`config.mk`:
```
export PLATFORM = sky130hd
export DESIGN_NAME = srap_port
export DESIGN_NICKNAME = d
export VERILOG_FILES = /design/src/srap_pkg.sv /design/src/srap_port.sv
export SDC_FILE = /design/constraint.sdc
export NUM_CORES = 1
export LEC_CHECK = 0
export ABC_CLOCK_PERIOD_IN_PS = 4400
export BUFFER_PORTS_ARGS = -buffer_cell sky130_fd_sc_hd__buf_2
export CAP_MARGIN = 20
export CORE_MARGIN = 2
export CORE_UTILIZATION = 47
export DETAILED_ROUTE_END_ITERATION = 8
export GPL_TIMING_DRIVEN = 0
export PLACE_DENSITY = 0.74
export SKIP_CTS_REPAIR_TIMING = 1
export SYNTH_ARGS = -nofsm -noshare
export SYNTH_HDL_FRONTEND = slang
export SYNTH_SLANG_ARGS = --single-unit
```
`constraint.sdc`:
```
create_clock -name clk -period 4.4 [get_ports clk]
set_input_delay 0.22 -clock clk [delete_from_list [all_inputs] [get_ports clk]]
set_output_delay 0.22 -clock clk [all_outputs]
set_load 0.01 [all_outputs]
```
`src/srap_pkg.sv`:
```
package srap_pkg;
  localparam int SRAP_DG_BITS = 40;
  localparam int SRAP_DATA_BITS = 32;
  localparam int SRAP_ADDR_BITS = 7;
  localparam int SRAP_DIR_POS = 39;
  localparam int SRAP_CNT_W = 6;
  localparam logic [5:0] SRAP_CNT_FULL = 6'h28;
  localparam logic [7:0] SRAP_STATUS_RST = 8'h01;
  localparam logic [31:0] SRAP_WORD_RST = 32'h0000_0000;
  localparam int SRAP_STOP_BIT = 0;
  localparam int SRAP_VREACH_BIT = 8;
  localparam int SRAP_ST_STOP2 = 6;
  localparam int SRAP_ST_STOP1 = 5;
  localparam int SRAP_ST_VR2 = 4;
  localparam int SRAP_ST_VR1 = 3;

  typedef struct packed {
    logic access_direction_bit;
    logic [6:0] addr;
    logic [31:0] data;
  } srap_cmd_t;

  typedef struct packed {
    logic [31:0] axis_one_ramp_status;
    logic [31:0] axis_two_ramp_status;
    logic [2:0] global_status_reg;
  } srap_stat_in_t;

  typedef enum logic [2:0] {
    SRAP_IDLE = 3'b001,
    SRAP_SHIFT = 3'b010,
    SRAP_DONE = 3'b100
  } srap_state_t;
endpackage

```
`src/srap_port.sv`:
```
`timescale 1ns/1ps
`default_nettype none
module srap_port
  import srap_pkg::*;
(
  input wire logic clk,
  input wire logic rst,
  input wire logic bus_clock,
  input wire logic chip_select_low,
  input wire logic serial_in_line,
  output logic serial_out_line,
  input wire srap_pkg::srap_stat_in_t stat_in,
  output srap_pkg::srap_cmd_t cmd_out,
  output logic cmd_valid,
  output logic [6:0] read_addr,
  input wire logic [31:0] read_data,
  output logic status_captured
);
  import srap_pkg::*;

  logic [2:0] sck_q;
  logic [2:0] cs_q;
  logic [1:0] sdi_q;
  logic [39:0] shreg_q;
  logic [5:0] cnt_q;
  logic [7:0] status_q;
  logic [31:0] reply_q;
  logic sdo_q;
  srap_cmd_t cmd_q;
  logic cmd_valid_q;
  logic [6:0] raddr_q;
  logic prev_read_q;
  logic load_q;
  srap_state_t state_q;

  // Synchronisers, third stage used for edge detection only
  always_ff @(posedge clk or posedge rst) begin
    if (rst) begin
      sck_q <= 3'h7;
      cs_q <= 3'h7;
      sdi_q <= 2'h0;
    end else begin
      sck_q <= {sck_q[1:0], bus_clock};
      cs_q <= {cs_q[1:0], chip_select_low};
      sdi_q <= {sdi_q[0], serial_in_line};
    end
  end

  wire sck_s = sck_q[1];
  wire cs_low = ~cs_q[1];
  wire sck_rise = sck_s & ~sck_q[2];
  wire sck_fall = ~sck_s & sck_q[2];
  wire cs_fall = ~cs_q[1] & cs_q[2];
  wire cs_rise = cs_q[1] & ~cs_q[2];
  wire full = (cnt_q == SRAP_CNT_FULL);
  wire [7:0] status_now = {1'b0,
    stat_in.axis_two_ramp_status[SRAP_STOP_BIT],
    stat_in.axis_one_ramp_status[SRAP_STOP_BIT],
    stat_in.axis_two_ramp_status[SRAP_VREACH_BIT],
    stat_in.axis_one_ramp_status[SRAP_VREACH_BIT],
    stat_in.global_status_reg};
  wire srap_cmd_t rx_cmd = srap_cmd_t'(shreg_q);
  wire rx_write = shreg_q[SRAP_DIR_POS];
  wire frame_end = (state_q == SRAP_SHIFT) && cs_rise && full;

  always_ff @(posedge clk or posedge rst) begin
    if (rst) begin
      state_q <= SRAP_IDLE;
    end else begin
      case (state_q)
        SRAP_IDLE: if (cs_fall) state_q <= SRAP_SHIFT;
        SRAP_SHIFT: if (cs_rise) state_q <= SRAP_DONE;
        SRAP_DONE: state_q <= SRAP_IDLE;
        default: state_q <= SRAP_IDLE;
      endcase
    end
  end

  // Shift register: rising edge samples, falling edge drives
  always_ff @(posedge clk or posedge rst) begin
    if (rst) begin
      shreg_q <= 40'h00_0000_0000;
      cnt_q <= 6'h00;
      sdo_q <= 1'b0;
    end else if (cs_fall) begin
      shreg_q <= {status_q, reply_q};
      cnt_q <= 6'h00;
      sdo_q <= status_q[7];
    end else if (cs_low && sck_rise) begin
      shreg_q <= {shreg_q[38:0], sdi_q[1]};
      if (!full) cnt_q <= cnt_q + 6'h01;
    end else if (cs_low && sck_fall) begin
      sdo_q <= shreg_q[39];
    end
  end

  // Command latch on select rise ending a frame of 40 or more bits (bit count saturated at 40)
  always_ff @(posedge clk or posedge rst) begin
    if (rst) begin
      cmd_q <= srap_cmd_t'({8'h00, SRAP_WORD_RST});
      cmd_valid_q <= 1'b0;
      raddr_q <= 7'h00;
      prev_read_q <= 1'b0;
      reply_q <= SRAP_WORD_RST;
      status_q <= SRAP_STATUS_RST;
      load_q <= 1'b0;
    end else begin
      cmd_valid_q <= 1'b0;
      load_q <= 1'b0;
      if (frame_end) begin
        load_q <= 1'b1;
        status_q <= status_now;
        if (rx_write) begin
          cmd_q <= rx_cmd;
          cmd_valid_q <= 1'b1;
          reply_q <= rx_cmd.data;
          prev_read_q <= 1'b0;
        end else begin
          raddr_q <= rx_cmd.addr;
          prev_read_q <= 1'b1;
        end
      end
      if (load_q && prev_read_q) begin
        reply_q <= read_data;
      end
    end
  end

  assign serial_out_line = sdo_q;
  assign cmd_out = cmd_q;
  assign cmd_valid = cmd_valid_q;
  assign read_addr = raddr_q;
  assign status_captured = load_q;
endmodule
`default_nettype wire

```
==> flow_results.org <==
** Logic synthesis
- Synthesis-stage register bit count :: 147
- Post-synthesis net count :: roughly 640
- Yosys mapped a number of flops with a built-in enable equal to 0.
- Area share of the largest cell type after synthesis :: 0.601
- In the post-synthesis netlist, the cell with the most instances is sky130_fd_sc_hd__nand2_1.
- The Yosys step of the flow raised 0 warnings.
- Top post-synthesis cells by count :: sky130_fd_sc_hd__nand2_1, sky130_fd_sc_hd__dfrtp_1, sky130_fd_sc_hd__inv_1, sky130_fd_sc_hd__nor2_1, sky130_fd_sc_hd__a222oi_1
- The cell count after synthesis came out at roughly 540.
- Total standard cell area after synthesis :: 5790 µm²
- Cell type contributing the most total cell area after synthesis :: sky130_fd_sc_hd__dfrtp_1
- Mean instance size in the synthesized netlist :: 10.8 µm²
- Async S/R FF share, synth :: 1.00
- Most common flop cell mapped by yosys :: sky130_fd_sc_hd__dfrtp_1
- Number of distinct library cells after synthesis :: 35
- Synth top area cells :: sky130_fd_sc_hd__dfrtp_1, sky130_fd_sc_hd__nand2_1, sky130_fd_sc_hd__a222oi_1
- Register area share after synthesis :: 0.637

** Setup path
- At the worst endpoint, the required time is 4.75 ns.
- The setup path with the least slack is of type reg -> reg.
- Element type at the critical path end :: flip-flop
- The worst setup path is launched from a flip-flop.
- The number of cells on the worst reg-to-reg path is 5.
- Data arrives at the worst endpoint at 2.65 ns.
- The setup check on the worst reg-to-reg path leaves a slack of ~2.1 ns.
- Maximum net fanout on the critical path :: 10

** Clock network
- Clock-pin slew was measured on the worst setup and hold paths at 0.05 ns.
- Clock latency at the later pin of the worst-skew pair :: about 0.42 ns
- The H-tree was split into 4 levels.
- TritonCTS created 17 clock buffers.
- Clock tree from TritonCTS :: yes
- The tree is rooted in a sky130_fd_sc_hd__clkbuf_16.
- The clock drives between 100 and 150 sinks.
- The clock passes through at most 2 buffers.

** Timing
- Crit share post-route :: 0.522
- Achievable frequency :: 436 MHz
- Actual transition at the worst max-transition pin :: 0.705 ns
- The final max-slew violation count came to 0.
- Final setup TNS :: 0 ns
- Final Worst Setup Slack :: between 2 and 2.5 ns
- The worst path in the final design needs a cycle of ~2.3 ns, including I/O delays and setup.
- Setup repair after global routing left no endpoint under its margin.
- # setup viols final :: 0
- Setup clock skew after layout :: 0.00729 ns
- The total count of hold-check failures in the final report came to 0.
- The worst pin sits at a relative slew slack of 0.529.

** GRT
- Antenna violations before repair :: 0
- Across every metal layer, demand over resource in global routing totals 0.213.
- Entering global routing, the biggest net connects between 80 and 90 pins.
- Vias in the first global route :: 4,391
- The first global-routing pass estimated 21.8 mm of wire.
- Global routing finished with a remaining overflow of 0.

** Final layout
- In the final design database the tool counted 761 nets.
- Final design area excluding fillers :: between 7000 and 8000 µm²
- P&R area growth vs syn :: 22.5%
- The number of antenna diodes in the final layout is 0.
- Fraction of layout instances using a drive strength above 1 :: 0.238

** Floorplan
- The floorplan step defined a die boundary enclosing between 10,000 and 15,000 µm².
- Core region area :: between 10,000 and 15,000 µm²
- The initial utilization of the core area, before any placement, comes to 0.482.
- In this run the count of I/O pins placed on the die edge is 154.
- Measured along the y axis, the die boundary spans 115 µm.
- Std cell rows :: 40
- Die width :: roughly 120 µm

** Drt
- Via count :: 4,539
- Average wire per standard cell :: roughly 16 µm
- Before antenna repair, the detailed router went through 9 iterations.
- Via density per instance :: 5.57
- In the routed design, unresolved DRC markers number 2.
- In this run the remaining antenna-violating nets after routing total 0.
- Detailed router's first-iteration violation count :: approximately 510
- The routed design has 13.4 mm of wire.

** Placement
- Routability-driven placement finished with a final weighted congestion of between 0.7 and 0.8.
- The placed instances occupy a cell area of approximately 6500 µm².
- Post-detailed-placement half-perimeter wirelength :: 8.96 mm
- DP Worst Slack :: 2.15 ns
- Total of buffers placed on input and output ports :: 93

** Min path
- In this run the worst hold path is classified as in -> reg.
- Along the worst hold path, the cell count comes to 2.

** Run status
- Violated checks :: design-rule violations
- The flow ran to the end, but the final reports show violations.

** Pwr
- In this run the static leakage power is 3.90 nW.
- Dividing total power by cell area gives a power density of approximately 430 nW/µm².
- Max rail drop VDD :: 236 µV
- Overall power consumption after layout is estimated at 3.03 mW.

** Flow run
- Max-cap violations in this run came to 0.
cell families (layout without fill, tap and decap cells):
| family | Yosys count | in the layout | share of synthesized area |
|---|---|---|---|
| adders and majority gates | 2 | 2 | 0.00432 |
| and+or+nand+nor | 212 | 212 | 0.151 |
| muxes | 15 | 15 | 0.0289 |
| AOI/OAI and AO/OA | 80 | 80 | 0.112 |
| xor gates and xnor gates | 5 | 5 | 0.00756 |
| DFF | 147 | 147 | 0.637 |
| buffers and inverters | 77 | 207 | 0.0594 |
where the power goes:
part | switching, mW | internal (mW)
clock | 0.514 | 0.882
combinational | 0.0901 | 0.0728
sequential | 0.0531 | 1.42
total | 0.658 | 2.38
path summary, 6_finish.rpt:
kind,start,end
worst max-delay path,sck_q[1]$_DFF_PP1_,rx_cmd[2]$_DFFE_PP0P_
worst min-delay path,stat_in[3],status_q[6]$_DFFE_PP0P_
worst max register to register,sck_q[1]$_DFF_PP1_,rx_cmd[2]$_DFFE_PP0P_
worst min register to register,cs_q[0]$_DFF_PP1_,cs_q[1]$_DFF_PP1_
max in group asynchronous,rst,status_q[0]$_DFFE_PP1P_
min in group asynchronous,rst,cmd_out[14]$_DFFE_PP0P_
flip-flops by register name (all words and copies together), names as in the netlist:
register / flops
status_q: 7
reply_q: 32
rx_cmd: 40
cmd_valid: 1
sck_q: 3
status_captured: 1
cmd_out: 40
state_q: 3
serial_out_line: 1
read_addr: 7
cnt_q: 6
sdi_q: 2
cs_q: 3
prev_read_q: 1
metal layers:
layer | part of all wire | track usage | wire length, µm | vias up
li1 | - | - | - | 2077
met1 | 0.44 | 0.296 | 5850 | 2268
met2 | 0.48 | 0.333 | 6450 | 172
met3 | 0.062 | 0.0443 | 827 | 22
met4 | 0.018 | 0.0851 | 234 | 0
met5 | 0 | 0 | 0 | -
worst max-delay path: stages (launching register included):
cell and delay [ns]:
sky130_fd_sc_hd__dfstp_2 0.55, sky130_fd_sc_hd__nor3b_1 0.59, sky130_fd_sc_hd__nor2b_1 0.37, sky130_fd_sc_hd__clkbuf_1 0.47, sky130_fd_sc_hd__a222oi_1 0.15, sky130_fd_sc_hd__inv_1 0.10
final cells by class:
class                      count  area, µm²
buffer                        34        178
clock buffer                  29        541
clock inverter                 3       40.0
fill                        1025       4920
inverter                      43        171
multi-input combinational    314       1760
sequential                   147       3690
tap                          147        184
timing repair buffer          98        533
through the flow:
step / instances / util / hold WS (ns)
detailed placement: 779 / 0.539 / 0.326
global route: 815 / 0.591 / 0.0364
finish: 815 / 0.591 / 0.0388
CTS: 811 / 0.587 / -0.119
global placement: 778 / 0.536 / 0.328
floorplan: 538 / - / 0.224
cells in the final DEF, fill, tap and decap left out, types with 3 or more instances in the layout:
cell type                       count
sky130_fd_sc_hd__dfstp_2            8
sky130_fd_sc_hd__nand4_1            3
sky130_fd_sc_hd__xor2_1             4
sky130_fd_sc_hd__nor2_1            41
sky130_fd_sc_hd__a31oi_1           32
sky130_fd_sc_hd__inv_1             41
sky130_fd_sc_hd__clkbuf_8           7
sky130_fd_sc_hd__buf_6              4
sky130_fd_sc_hd__dlygate4sd3_1      4
sky130_fd_sc_hd__clkbuf_16         17
sky130_fd_sc_hd__dfrtp_1          139
sky130_fd_sc_hd__nand2b_1           3
sky130_fd_sc_hd__mux2_2            14
sky130_fd_sc_hd__nand2_1          145
sky130_fd_sc_hd__nor2b_1            5
sky130_fd_sc_hd__a222oi_1          39
sky130_fd_sc_hd__clkbuf_1          30
sky130_fd_sc_hd__nand2_2            6
sky130_fd_sc_hd__buf_2             96
sky130_fd_sc_hd__a21oi_1            3
(Power assumes the default switching activity.)
